$ cat config.mk
export PLATFORM = sky130hd
export DESIGN_NAME = bsrp_read_port
export DESIGN_NICKNAME = d
export VERILOG_FILES = /design/src/pkg/bsrp_pkg.sv /design/src/pkg/bsrp_stream_if.sv /design/src/logic/bsrp_read_port.sv /design/src/logic/bsrp_edge_sync.sv /design/src/logic/bsrp_fifo.sv
export SDC_FILE = /design/constraint.sdc
export NUM_CORES = 1
export LEC_CHECK = 0
export BUFFER_PORTS_ARGS = -buffer_cell sky130_fd_sc_hd__buf_2
export CORE_ASPECT_RATIO = 2
export CORE_MARGIN = 3
export CORE_UTILIZATION = 50
export DETAILED_ROUTE_END_ITERATION = 10
export GPL_TIMING_DRIVEN = 0
export HOLD_SLACK_MARGIN = 0.1
export PLACE_DENSITY = 0.75
export REMOVE_ABC_BUFFERS = 1
export SYNTH_ARGS = -nofsm -noshare
export SYNTH_HDL_FRONTEND = slang
export SYNTH_HIERARCHICAL = 1
export SYNTH_SLANG_ARGS = --single-unit
$ cat constraint.sdc
create_clock -name clk -period 4.07 [get_ports clk]
set_input_delay 1.0175 -clock clk [delete_from_list [all_inputs] [get_ports clk]]
set_output_delay 1.0175 -clock clk [all_outputs]
set_load 0.1 [all_outputs]
$ cat src/pkg/bsrp_pkg.sv
// shared constants and types of the burst sram read port
package bsrp_pkg;
   localparam int BSRP_DATA_W = 18;
   localparam int BSRP_ADDR_W = 18;
   localparam int BSRP_BURST_LEN = 4;
   localparam int BSRP_BEAT_W = 2;
   localparam int BSRP_FIFO_DEPTH = 32;
   localparam int BSRP_SYNC_W = 3;
   localparam logic [1:0] BSRP_BEAT_LAST = 2'h3;
   localparam logic [1:0] BSRP_BEAT_FIRST = 2'h0;
   // read-side states, one-hot
   typedef enum logic [2:0] {
      BSRP_IDLE = 3'h1,
      BSRP_BURST = 3'h2,
      BSRP_RELEASE = 3'h4
   } bsrp_state_e;
endpackage

$ cat src/pkg/bsrp_stream_if.sv
// word stream between the read sequencer and the output buffer
interface bsrp_stream_if #(
   parameter int WIDTH = 18
);
   logic valid;
   logic ready;
   logic [WIDTH-1:0] data;
   modport src (output valid, output data, input ready);
   modport snk (input valid, input data, output ready);
endinterface

$ cat src/logic/bsrp_read_port.sv
// read port of a four-word burst ddr sram: select sampling, burst sequencing, output drive
// -----------------------------------------------------------------------------
// Summary of operation
// - each read word is presented on a positive or a negative output strobe rise
// - in single-clock mode, read words are timed by the input strobe pair
// - read select is sampled low on positive input strobe rise to start a read
// - every read returns a burst of four words in sequence
// - deselect first lets the burst in progress finish
// - after the burst, outputs go high impedance after the next positive output strobe rise
// - outputs stay high impedance while the port stays deselected
// - accesses begin on positive input strobe rise; inputs captured there
// - read select is also captured on negative input strobe rise; the address is not
// - echo strobes are free-running, following the output strobe pair
// - in single-clock mode, echo strobes follow the input strobe pair
// - loop-disable held low turns off the delay loop (clears loopLocked); output timing is unchanged
// - unconnected address expansion pins have no effect at all
// - back-to-back read on consecutive positive input strobe rises is ignored
// - lowest-order burst word goes first, then ascending order
// -----------------------------------------------------------------------------
module bsrp_read_port
   import bsrp_pkg::*;
#(
   parameter int DATA_W = BSRP_DATA_W
) (
   input wire logic clk,
   input wire logic rst,
   input wire logic inStrobeP,
   input wire logic inStrobeN,
   input wire logic outStrobeP,
   input wire logic outStrobeN,
   input wire logic read_select_n,
   input wire logic [BSRP_ADDR_W-1:0] readAddr,
   input wire logic loop_disable_n,
   input wire logic spare_addr_pin_a,
   input wire logic spare_addr_tie_low,
   input wire logic [DATA_W-1:0] arrayData,
   output logic [BSRP_ADDR_W-1:0] arrayAddr,
   output logic [BSRP_BEAT_W-1:0] arrayBeat,
   output logic arrayRead,
   input wire logic arrayReady,
   output logic [DATA_W-1:0] readData,
   output logic readDataOe,
   output logic echo_strobe,
   output logic echo_strobe_n,
   output logic loopLocked
);
   // -----------------------------------------------------------------------------
   // pin synchronisers
   // -----------------------------------------------------------------------------
   logic kpLvl, kpRise, knLvl, knRise, cpLvl, cpRise, cnLvl, cnRise, selOn, dllLvl;

   bsrp_edge_sync kpSync (
      .clk(clk),
      .rst(rst),
      .pinIn(inStrobeP),
      .level(kpLvl),
      .rise(kpRise)
   );
   bsrp_edge_sync knSync (
      .clk(clk),
      .rst(rst),
      .pinIn(inStrobeN),
      .level(knLvl),
      .rise(knRise)
   );
   bsrp_edge_sync cpSync (
      .clk(clk),
      .rst(rst),
      .pinIn(outStrobeP),
      .level(cpLvl),
      .rise(cpRise)
   );
   bsrp_edge_sync cnSync (
      .clk(clk),
      .rst(rst),
      .pinIn(outStrobeN),
      .level(cnLvl),
      .rise(cnRise)
   );
   // select synchronised in its active sense so the reset value reads as deselected
   bsrp_edge_sync selSync (
      .clk(clk),
      .rst(rst),
      .pinIn(!read_select_n),
      .level(selOn),
      .rise()
   );
   bsrp_edge_sync dllSync (
      .clk(clk),
      .rst(rst),
      .pinIn(loop_disable_n),
      .level(dllLvl),
      .rise()
   );

   // address is a same-edge bus, held stable by the controller around the strobe
   logic [BSRP_ADDR_W-1:0] addrS1_q, addrS2_q, addrS3_q;
   always_ff @(posedge clk or posedge rst) begin
      if (rst) begin
         addrS1_q <= '0;
         addrS2_q <= '0;
         addrS3_q <= '0;
      end else begin
         addrS1_q <= readAddr;
         addrS2_q <= addrS1_q;
         addrS3_q <= addrS2_q;
      end
   end

   // no effect
   // spare expansion pins are read only into unusedSpare, which is masked off where it is used
   wire unusedSpare = spare_addr_pin_a ^ spare_addr_tie_low;

   // -----------------------------------------------------------------------------
   // single-clock strap
   // -----------------------------------------------------------------------------
   logic strapDone_q, singleClk_q;
   logic [2:0] settle_q;
   // strap pins are read only once every synchroniser has flushed its reset value
   wire syncSettled = (settle_q == 3'(BSRP_SYNC_W + 1));
   always_ff @(posedge clk or posedge rst) begin
      if (rst) begin
         strapDone_q <= 1'b0;
         singleClk_q <= 1'b0;
         settle_q <= '0;
      end else begin
         if (!syncSettled) begin
            settle_q <= settle_q + 3'h1;
         end
         if (!strapDone_q && syncSettled) begin
            strapDone_q <= 1'b1;
            singleClk_q <= cpLvl && cnLvl;
         end
      end
   end

   wire posOutEdge = singleClk_q ? kpRise : cpRise;
   wire negOutEdge = singleClk_q ? knRise : cnRise;
   wire anyOutEdge = posOutEdge || negOutEdge;
   wire posOutLvl = singleClk_q ? kpLvl : cpLvl;
   wire negOutLvl = singleClk_q ? knLvl : cnLvl;

   // -----------------------------------------------------------------------------
   // command capture
   // -----------------------------------------------------------------------------
   logic lastRead_q, negSample_q;
   logic [BSRP_ADDR_W-1:0] cmdAddr_q;
   logic cmdPend_q;
   wire selAsserted = kpRise && selOn;
   wire cmdTake = selAsserted && !lastRead_q;
   wire negCapture = knRise;

   always_ff @(posedge clk or posedge rst) begin
      if (rst) begin
         lastRead_q <= 1'b0;
         negSample_q <= 1'b1;
      end else begin
         if (kpRise) begin
            lastRead_q <= cmdTake;
         end
         if (negCapture) begin
            negSample_q <= !selOn;
         end
      end
   end

   // -----------------------------------------------------------------------------
   // array fetch into the word buffer
   // -----------------------------------------------------------------------------
   bsrp_stream_if #(.WIDTH(DATA_W)) fillS ();
   bsrp_stream_if #(.WIDTH(DATA_W)) drainS ();

   logic [BSRP_BEAT_W-1:0] fetchBeat_q;
   logic fetching_q;
   wire fetchStep = fetching_q && arrayReady && fillS.ready;
   wire fetchDone = fetchStep && (fetchBeat_q == BSRP_BEAT_LAST);

   always_ff @(posedge clk or posedge rst) begin
      if (rst) begin
         cmdPend_q <= 1'b0;
         cmdAddr_q <= '0;
         fetching_q <= 1'b0;
         fetchBeat_q <= BSRP_BEAT_FIRST;
      end else begin
         if (cmdTake) begin
            cmdPend_q <= 1'b1;
            cmdAddr_q <= addrS3_q;
         end else if (cmdPend_q && !fetching_q) begin
            cmdPend_q <= 1'b0;
         end
         if (cmdPend_q && !fetching_q) begin
            fetching_q <= 1'b1;
            fetchBeat_q <= BSRP_BEAT_FIRST;
         end else if (fetchDone) begin
            fetching_q <= 1'b0;
         end else if (fetchStep) begin
            fetchBeat_q <= fetchBeat_q + 1'b1;
         end
      end
   end

   assign fillS.valid = fetching_q && arrayReady;
   assign fillS.data = arrayData;

   bsrp_fifo #(.WIDTH(DATA_W), .DEPTH(BSRP_FIFO_DEPTH)) wordBuf (
      .clk(clk),
      .rst(rst),
      .inS(fillS),
      .outS(drainS)
   );

   // -----------------------------------------------------------------------------
   // output burst sequencer
   // -----------------------------------------------------------------------------
   bsrp_state_e state_q, state_d;
   logic [BSRP_BEAT_W-1:0] outBeat_q;
   logic burstArm_q;
   logic [DATA_W-1:0] readData_q;
   logic readDataOe_q;

   // burst starts on the positive input strobe rise after the command
   always_ff @(posedge clk or posedge rst) begin
      if (rst) begin
         burstArm_q <= 1'b0;
      end else if (kpRise) begin
         burstArm_q <= cmdTake;
      end
   end
   wire burstGo = kpRise && burstArm_q;
   wire lastBeat = (outBeat_q == BSRP_BEAT_LAST);
   wire wordOut = (state_q == BSRP_BURST) && anyOutEdge && drainS.valid;
   assign drainS.ready = wordOut;

   always_comb begin
      state_d = state_q;
      case (state_q)
         BSRP_IDLE: begin
            if (burstGo) begin
               state_d = BSRP_BURST;
            end
         end
         BSRP_BURST: begin
            if (wordOut && lastBeat) begin
               state_d = burstGo ? BSRP_BURST : BSRP_RELEASE;
            end
         end
         BSRP_RELEASE: begin
            if (burstGo) begin
               state_d = BSRP_BURST;
            end else if (posOutEdge) begin
               state_d = BSRP_IDLE;
            end
         end
         default: state_d = BSRP_IDLE;
      endcase
   end

   always_ff @(posedge clk or posedge rst) begin
      if (rst) begin
         state_q <= BSRP_IDLE;
         outBeat_q <= BSRP_BEAT_FIRST;
         readData_q <= '0;
         readDataOe_q <= 1'b0;
      end else begin
         state_q <= state_d;
         if (wordOut) begin
            readData_q <= drainS.data;
            readDataOe_q <= 1'b1;
            outBeat_q <= outBeat_q + 1'b1;
         end else if (state_q == BSRP_RELEASE && posOutEdge && !burstGo) begin
            readDataOe_q <= 1'b0;
         end else if (state_q == BSRP_IDLE) begin
            readDataOe_q <= 1'b0;
            outBeat_q <= BSRP_BEAT_FIRST;
         end
      end
   end

   assign arrayAddr = cmdAddr_q;
   assign arrayBeat = fetchBeat_q;
   assign arrayRead = fetching_q;
   assign readData = readData_q;
   assign readDataOe = readDataOe_q;

   // -----------------------------------------------------------------------------
   // echo strobes and loop state
   // -----------------------------------------------------------------------------
   logic echoP_q, echoN_q, loopLocked_q;
   always_ff @(posedge clk or posedge rst) begin
      if (rst) begin
         echoP_q <= 1'b0;
         echoN_q <= 1'b0;
         loopLocked_q <= 1'b0;
      end else begin
         echoP_q <= posOutLvl;
         echoN_q <= negOutLvl;
         loopLocked_q <= dllLvl && strapDone_q && !(unusedSpare && 1'b0) && negSample_q | 1'b1 ? dllLvl : 1'b0;
      end
   end

   assign echo_strobe = echoP_q;
   assign echo_strobe_n = echoN_q;
   assign loopLocked = loopLocked_q;
endmodule

$ cat src/logic/bsrp_edge_sync.sv
// three-stage synchroniser with rise detection on agreeing late stages
module bsrp_edge_sync
   import bsrp_pkg::*;
(
   input wire logic clk,
   input wire logic rst,
   input wire logic pinIn,
   output logic level,
   output logic rise
);
   logic [BSRP_SYNC_W-1:0] sync_q;
   logic stable_q;
   wire agree = (sync_q[1] == sync_q[2]);

   always_ff @(posedge clk or posedge rst) begin
      if (rst) begin
         sync_q <= '0;
         stable_q <= 1'b0;
      end else begin
         sync_q <= {sync_q[1:0], pinIn};
         if (agree) begin
            stable_q <= sync_q[2];
         end
      end
   end

   assign level = stable_q;
   assign rise = agree && sync_q[2] && !stable_q;
endmodule

$ cat src/logic/bsrp_fifo.sv
// synchronous fifo with valid/ready on both sides
module bsrp_fifo #(
   parameter int WIDTH = 18,
   parameter int DEPTH = 32
) (
   input wire logic clk,
   input wire logic rst,
   bsrp_stream_if.snk inS,
   bsrp_stream_if.src outS
);
   localparam int AW = $clog2(DEPTH);
   logic [WIDTH-1:0] mem [DEPTH];
   logic [AW:0] wrPtr_q;
   logic [AW:0] rdPtr_q;
   wire [AW:0] fill = wrPtr_q - rdPtr_q;
   wire full = (fill == DEPTH[AW:0]);
   wire empty = (fill == '0);
   wire push = inS.valid && !full;
   wire pop = outS.ready && !empty;

   assign inS.ready = !full;
   assign outS.valid = !empty;
   assign outS.data = mem[rdPtr_q[AW-1:0]];

   always_ff @(posedge clk) begin
      if (push) begin
         mem[wrPtr_q[AW-1:0]] <= inS.data;
      end
   end

   always_ff @(posedge clk or posedge rst) begin
      if (rst) begin
         wrPtr_q <= '0;
         rdPtr_q <= '0;
      end else begin
         if (push) begin
            wrPtr_q <= wrPtr_q + 1'b1;
         end
         if (pop) begin
            rdPtr_q <= rdPtr_q + 1'b1;
         end
      end
   end
endmodule

-- Word-level counts from Yosys, hierarchy flattened
Memories as Yosys holds them, arrays and structs flattened. A register that Yosys moved wholly into a read port is not among the register bits.
Index checks and enable logic that the tools add are counted.
- add/subtract/negate cells: 6
- equal/unequal tests: 18
- muxes and demuxes: 26
- reductions and logical operators: 45
- operators with widths (operator ; number):
    1-bit logical AND ; 24
    3-bit 2-to-1 mux ; 5
    1-bit 2-to-1 mux ; 14
    6-bit by 1-bit adder with 6-bit output, second input constant ; 2
    2-bit 2-to-1 mux ; 6
    1-bit logical NOT ; 11
    3-bit case mux with 3 select lines ; 1
    2-bit nonzero test ; 4
    1-bit equality test ; 6
    3-bit equality test, second input constant ; 2
    6-bit equality test, second input constant ; 1
    6-bit logical NOT ; 1
    2-bit by 1-bit != test with 1-bit output, second input constant ; 3
    6-bit subtractor ; 1
    2-bit by 1-bit adder with 2-bit output, second input constant ; 2
    2-bit equality test, second input constant ; 2
    2-bit AND reduction ; 2
    3-bit by 1-bit adder with 3-bit output, second input constant ; 1
    3-bit by 1-bit equality test with 1-bit output, second input constant ; 1
    3-bit by 2-bit equality test with 1-bit output, second input constant ; 1
    3-bit != test, second input constant ; 1
    3-bit AND reduction ; 1
    3-bit nonzero test ; 1
    2-bit != test, second input constant ; 1
    1-bit logical OR ; 1
- register bits: 127
- memory bits (writable): 576
- input bits: 47
- output and inout bits: 43
- word-level logic and storage cells: 127
- memories: 1
- memory list (name ; words ; width ; rd ports ; clocked after Yosys merged registers in ; write ports ; line ; source):
    wordBuf.mem ; 32 ; 18 ; 1 ; 1 ; 1 ; bsrp_fifo.sv:12 ; logic [WIDTH-1:0] mem [DEPTH];

-- Depth between registers and ports, before layout
Gate-level depths: netlist of run 1.
- word-level depth: 10
- mapped depth: 15
- mapped depth without buffers: 11

-- Modules after synthesis
Netlist of run 1, hierarchy kept.
- by module, submodules not included (module ; instances ; cells an instance ; area an instance (sq um) ; seq. area each (sq um)):
    bsrp_fifo ; 1 ; 985 ; 22776.8 ; 17596.9
    bsrp_read_port ; 1 ; 227 ; 3751.1 ; 2728.9
    bsrp_edge_sync ; 6 ; 8 ; 137.6 ; 100.1

-- Least setup slack after synthesis of run 1
Ideal clock, no wire load.
- path kind: register -> register
- from: reg wordBuf.rdPtr_q[4]
- to: mem wordBuf.mem[22][0], enable pin
- setup time: 0.393 ns
- data arrival time: 3.580 ns
- required time: 3.677 ns
- path slack: 0.097 ns
- cell stages (with the launch flop): 12
- path buffers: 3
- period minus slack after synthesis: 3.973 ns
- path through: dfrtp_1 > inv_1 > buf_2 > buf_2 > buf_2 > ha_1 > and2_1 > o21ai_0 > o21ai_0 > o311ai_4 > nand3_1 > nor2_1
- longest elaborated chain between the ends: 6
- RTL lines (element ; line ; source):
    from (decl) ; bsrp_fifo.sv:14 ; logic [AW:0] rdPtr_q;
    from (signal assigned) ; bsrp_fifo.sv:40 ; rdPtr_q <= rdPtr_q + 1'b1;
    6-bit subtractor ; bsrp_fifo.sv:15 ; wire [AW:0] fill = wrPtr_q - rdPtr_q;
    6-bit equality test ; bsrp_fifo.sv:16 ; wire full = (fill == DEPTH[AW:0]);
    1-bit logical NOT ; n/a ;
    named net fillS.ready ; bsrp_stream_if.sv:6 ; logic ready;
    1-bit logical AND ; bsrp_fifo.sv:18 ; wire push = inS.valid && !full;
    1-bit 2-to-1 mux ; bsrp_fifo.sv:26 ; if (push) begin
    1-bit 2-to-1 mux (not written as such) ; bsrp_fifo.sv:27 ; mem[wrPtr_q[AW-1:0]] <= inS.data;
    to (decl) ; bsrp_fifo.sv:12 ;
The timed path passes the listed nets, and every way through them passes these cells.

-- Worst setup path after layout of run 1
- from: reg wordBuf.rdPtr_q[1]
- to: mem wordBuf.mem[4][11], enable pin
Same word-level chain as after synthesis.

==> results of run 1 <==
==> metal layers <==
metal	share of wire [%]	routed length (um)
met5	0	0
met4	5.5	3400
met3	5.6	3470
met2	55	34300
met1	34	20800
==> through the flow <==
stage | util, % | hold slack (ns) | cells
after detailed placement | 54.8 | 0.335 | 2006
final | 59.3 | 0.348 | 2135
after global routing | 59.3 | 0.352 | 2135
after CTS | 59.0 | 0.352 | 2124
after floorplan | - | 0.331 | 1204
after global placement | 52.8 | 0.335 | 1962
==> power by group <==
part	internal (mW)	switching (mW)	total, mW
Clock	3.10	2.53	5.64
Combinational	0.761	1.86	2.62
Sequential	8.46	0.243	8.71
Total	12.3	4.64	17.0
==> path summary, 6_finish.rpt <==
check                                   start  slack [ns]                 end
setup / recovery           wordBuf/rdPtr_q[1]        0.11  wordBuf/mem[4][11]
hold / removal                    addrS2_q[6]        0.35         addrS3_q[6]
setup reg to reg           wordBuf/rdPtr_q[1]        0.11  wordBuf/mem[4][11]
hold reg to reg                   addrS2_q[6]        0.35         addrS3_q[6]
max in group asynchronous                 rst        2.75         readData[0]
min in group asynchronous                 rst        0.39        kpSync/level
==> layout make-up <==
cell class	count	area, um2
clock buffer	75	1560
timing repair buffer	154	1760
fill	3664	21900
multi-input combinational	464	6350
sequential	721	20900
clock inverter	30	339
inverter	20	83.8
tap	671	840
==> what timing repair did <==
item | CTS | global route
buffers inserted | 12 | 10
cloned | 1 | 1
resized for setup | 36 | 1
pin swaps | 9 | 7
endpoints found under the setup margin | 602 | 274
==> worst max-delay path: cells and delay by family, from the launching register on <==
family                     cells  cell delay, ns
AOI/OAI and AO/OA              3            0.56
adders and majority gates      1            0.34
buffers and inverters          4            1.07
DFF                            1            0.63
and+or+nand+nor                3            1.05
==> state kept, by name (all words and copies together) (netlist names), 6 cells and up <==
signal / count
wordBuf/mem: 576
addrS1_q: 18
addrS2_q: 18
addrS3_q: 18
arrayAddr: 18
readData: 18
wordBuf/rdPtr_q: 6
wordBuf/wrPtr_q: 6
==> results.sh, run 1 <==
export IMPL_status="finished clean"
export IMPL_layout_commonest_cell="edfxtp_1"
export IMPL_drt_iter0_drc=1274
export IMPL_clockBufferDepth=3
export IMPL_diodes=0
export IMPL_placeableCoreArea_um2=53800
export IMPL_finClkSkew_ns=0.0301
export IMPL_synthesis_instances=1258
export IMPL_worst_setup_path_start_kind="flop"
export IMPL_dr_pass1_iters=5
export IMPL_std_cell_rows=120
export IMPL_leakage_nw=11.1
export IMPL_final_cell_mix="576 x edfxtp_1, 162 x mux4_2, 141 x dfrtp_1, 87 x buf_2, 58 x clkbuf_16"
export IMPL_busiest_layer="met2"
export IMPL_crit_chain="buf_16, inv_4, ha_1, nand2b_1, a21o_1, o21ai_1, o311ai_4, buf_4, nand3_2, nor2_4, buf_8"
export IMPL_power_density_nw_per_um2=532
export IMPL_postLayoutCellArea_um2=31900
export IMPL_clk_pin_slew_ns=0.07
export IMPL_hold_path_class="flop to flop"
export IMPL_place_area_um2=29500
export IMPL_period_needed_ns=3.96
export IMPL_die_h_um=337
export IMPL_grt_pass1_wl_um=90900
export IMPL_cap_viol_max_count=0
export IMPL_yosysWarnings=6
export IMPL_area_growth_pct=16.6
export IMPL_finalSetupViolations=0
export IMPL_syn_cell_area_um2=27300
export IMPL_nets=1484
export IMPL_root_buffer="clkbuf_16"
export IMPL_grt_use_met1_pct=25.0
export IMPL_wire_per_inst_um=29.0
export IMPL_power_mw=17.0
export IMPL_tightest_slew_ns=1.21
export IMPL_layout_drive_gt1_share_pct=34.2
export IMPL_dp_hpwl_um=36200
export IMPL_crit_required_ns=4.40
export IMPL_gr_total_overflow=0
export IMPL_die_area_um2=57700
export IMPL_track_usage_pct=21.6
export IMPL_vias_per_cell=6.22
export IMPL_relSlewSlack_pct=19.2
export IMPL_drc=0
export IMPL_slew_violations=0
export IMPL_fmax_ghz=0.253
export IMPL_postSynthAreaPerCell_um2=21.7
export IMPL_start_util_pct=50.9
export IMPL_preCtsSetupSlack_ns=-0.785
export IMPL_grt_antenna_before_repair=0
export IMPL_ctsHtreeMaxLevel=2
export IMPL_cpMaxStageDelayCell="dfrtp_4"
export IMPL_vias=13300
export IMPL_cts_hold_buffers=0
export IMPL_r2r_cells=11
export IMPL_grt_max_degree=79
export IMPL_use_met2_pct=39.3
export IMPL_clkLatencyLatePin_ns=0.63
export IMPL_numCtsBuffers=56
export IMPL_ir_worst_vdd_mv=0.339
export IMPL_period_share_pct=97.2
export IMPL_finalSetupTns_ns=0
export IMPL_cp_arrival_ns=4.28
export IMPL_die_w_um=171
export IMPL_crit_type="flop to flop"
export IMPL_first_global_vias=14000
export IMPL_cp_end_kind="flop"
export IMPL_cts_num_sinks=721
export IMPL_drtAntennaViolNets=0
export IMPL_io_buffer_count=87
export IMPL_cp_max_fo=26
export IMPL_hold_viol=0
export IMPL_setup_ws_ns=0.114
export IMPL_ios=90
export IMPL_cts_tree="built"
export IMPL_use_met3_pct=2.64
export IMPL_cpPeakStageDelay_ns=0.63
export IMPL_wl_um=61900
export IMPL_holdPathStages=0
export IMPL_gp_congestion=0.776
No activity file was read; power rests on OpenSTA's default activity.
==> inputs of run 2 (changes only) <==
- CORE_MARGIN: 3 -> not set
==> results.sh, run 2 (synthesis gave the netlist of run 1 again) <==
export IMPL_clockBufferDepth=3
export IMPL_drtAntennaViolNets=0
export IMPL_clk_pin_slew_ns=0.07
export IMPL_fin_cells=2141
export IMPL_finalSetupViolations=0
export IMPL_die_area_um2=55700
export IMPL_worst_setup_path_start_kind="flop"
export IMPL_dp_hpwl_um=34600
export IMPL_crit_cells=11
export IMPL_wl_um=62300
export IMPL_final_cell_mix="576 x edfxtp_1, 162 x mux4_2, 141 x dfrtp_1, 87 x buf_2, 55 x clkbuf_16"
export IMPL_clkLatencyLatePin_ns=0.63
export IMPL_largest_register_ffs=576
export IMPL_period_needed_ns=3.96
export IMPL_r2r_cells=11
export IMPL_hold_viol=0
export IMPL_area_growth_pct=16.4
export IMPL_cap_viol_max_count=0
export IMPL_nFillCells=3609
export IMPL_grt_pass1_wl_um=92000
export IMPL_slew_violations=0
export IMPL_gr_total_overflow=0
export IMPL_track_usage_pct=22.8
export IMPL_finClkSkew_ns=0.0253
export IMPL_status="finished clean"
export IMPL_fmax_ghz=0.252
export IMPL_wire_per_inst_um=29.1
export IMPL_crit_path_end="wordBuf/mem[15][8]"
export IMPL_std_cell_rows=120
export IMPL_diodes=0
export IMPL_cts_num_sinks=721
export IMPL_drc=0
export IMPL_crit_chain="buf_16, inv_4, ha_1, nand2b_1, a21o_1, o21ai_1, o311ai_4, buf_4, nand3_4, nor2_4, buf_8"
export IMPL_die_w_um=167
export IMPL_first_global_vias=14300
export IMPL_die_h_um=333
export IMPL_start_util_pct=50.9
export IMPL_cp_arrival_ns=4.29
export IMPL_nets=1492
export IMPL_ctsHtreeMaxLevel=2
export IMPL_leakage_nw=11.1
export IMPL_rrSetupSlack_ns=0.11
export IMPL_placeableCoreArea_um2=53800
export IMPL_numCtsBuffers=55
export IMPL_ios=90
export IMPL_cp_end_kind="flop"
export IMPL_drt_iter0_drc=1327
export IMPL_timing_rr_end="wordBuf/mem[15][8]"
export IMPL_grt_antenna_before_repair=1
export IMPL_power_mw=16.8
export IMPL_regToRegStartpoint="wordBuf/rdPtr_q[1]"
export IMPL_grt_max_degree=78
export IMPL_vias=13300
export IMPL_vias_per_cell=6.23
export IMPL_finalSetupTns_ns=0
export IMPL_layout_drive_gt1_share_pct=34.6
export IMPL_cp_buffers_inverters=4
export IMPL_cpMaxStageDelayCell="dfrtp_4"
export IMPL_root_buffer="clkbuf_16"
export IMPL_startpoint="wordBuf/rdPtr_q[1]"
export IMPL_relSlewSlack_pct=25.3
export IMPL_period_share_pct=97.4
export IMPL_hold_path_class="flop to flop"
export IMPL_path_delay_family="buffers and inverters"
export IMPL_cpPeakStageDelay_ns=0.62
export IMPL_dpl_cell_count=1997
export IMPL_cp_max_fo=39
export IMPL_crit_type="flop to flop"
export IMPL_dr_pass1_iters=5
export IMPL_ir_worst_vdd_mv=0.406
export IMPL_gp_congestion=0.767
export IMPL_layout_commonest_cell="edfxtp_1"
export IMPL_crit_required_ns=4.39
export IMPL_cts_hold_buffers=0
export IMPL_power_density_nw_per_um2=528
export IMPL_io_buffer_count=87
export IMPL_tightest_slew_ns=1.12
export IMPL_cts_tree="built"
[run 2: routing by layer]
metal / track usage (%) / part of all wire [%] / vias to the layer above
li1: - / - / 5439
met1: 26.0 / 34 / 7049
met2: 40.7 / 53 / 651
met3: 3.00 / 6.1 / 197
met4: 13.6 / 6.2 / 2
met5: 0 / 0.014 / -
[run 2: worst min-delay path by stage]
stage,start,end,slack (ns),cells after the start
floorplan,addrS1_q[0],addrS2_q[0],0.33,0
global placement,addrS2_q[7],addrS3_q[7],0.33,0
detailed placement,addrS1_q[10],addrS2_q[10],0.33,0
CTS,rst,cpSync/level,0.35,2
global route,addrS2_q[4],addrS3_q[4],0.36,0
finish,addrS2_q[12],addrS3_q[12],0.35,0
[run 2: power by group]
group          switching, mW  internal [mW]
Sequential             0.249           8.46
Combinational           1.88          0.762
Clock                   2.57           2.88
[run 2: cell type report]
| type | count | area [um2] | area share [%] |
|---|---|---|---|
| clock buffers | 61 | 1400 | 4.39 |
| clock inverters | 41 | 394 | 1.24 |
| inverters | 20 | 83.8 | 0.263 |
| multi-input cells | 464 | 6370 | 20.0 |
| flip-flops and latches | 721 | 20900 | 65.8 |
| well taps | 671 | 840 | 2.64 |
| repair buffers | 163 | 1810 | 5.70 |
[run 2: metrics by stage]
step | worst slack (ns) | hold slack, ns | area (um2) | utilization, %
floorplan | -4.37 | 0.331 | 27100 | -
global placement | -8.05 | 0.335 | 28400 | 52.8
detailed placement | -0.899 | 0.335 | 29200 | 54.3
CTS | 0.00591 | 0.351 | 31700 | 59.0
global route | -0.00454 | 0.358 | 31800 | 59.2
finish | 0.105 | 0.349 | 31800 | 59.2
[run 2: what timing repair did]
item	CTS	global route
pin swaps	26	4
setup endpoints to repair	602	118
setup buffers	36	5
gates resized for setup	35	2
gates cloned	1	0
[run 2: worst reg2reg max path: stages (launching register included)]
cell      delay [ns]
dfrtp_4         0.62
buf_16          0.24
inv_4           0.43
ha_1            0.36
nand2b_1        0.12
a21o_1          0.17
o21ai_1         0.13
o311ai_4        0.42
buf_4           0.22
nand3_4         0.27
nor2_4          0.47
buf_8           0.22
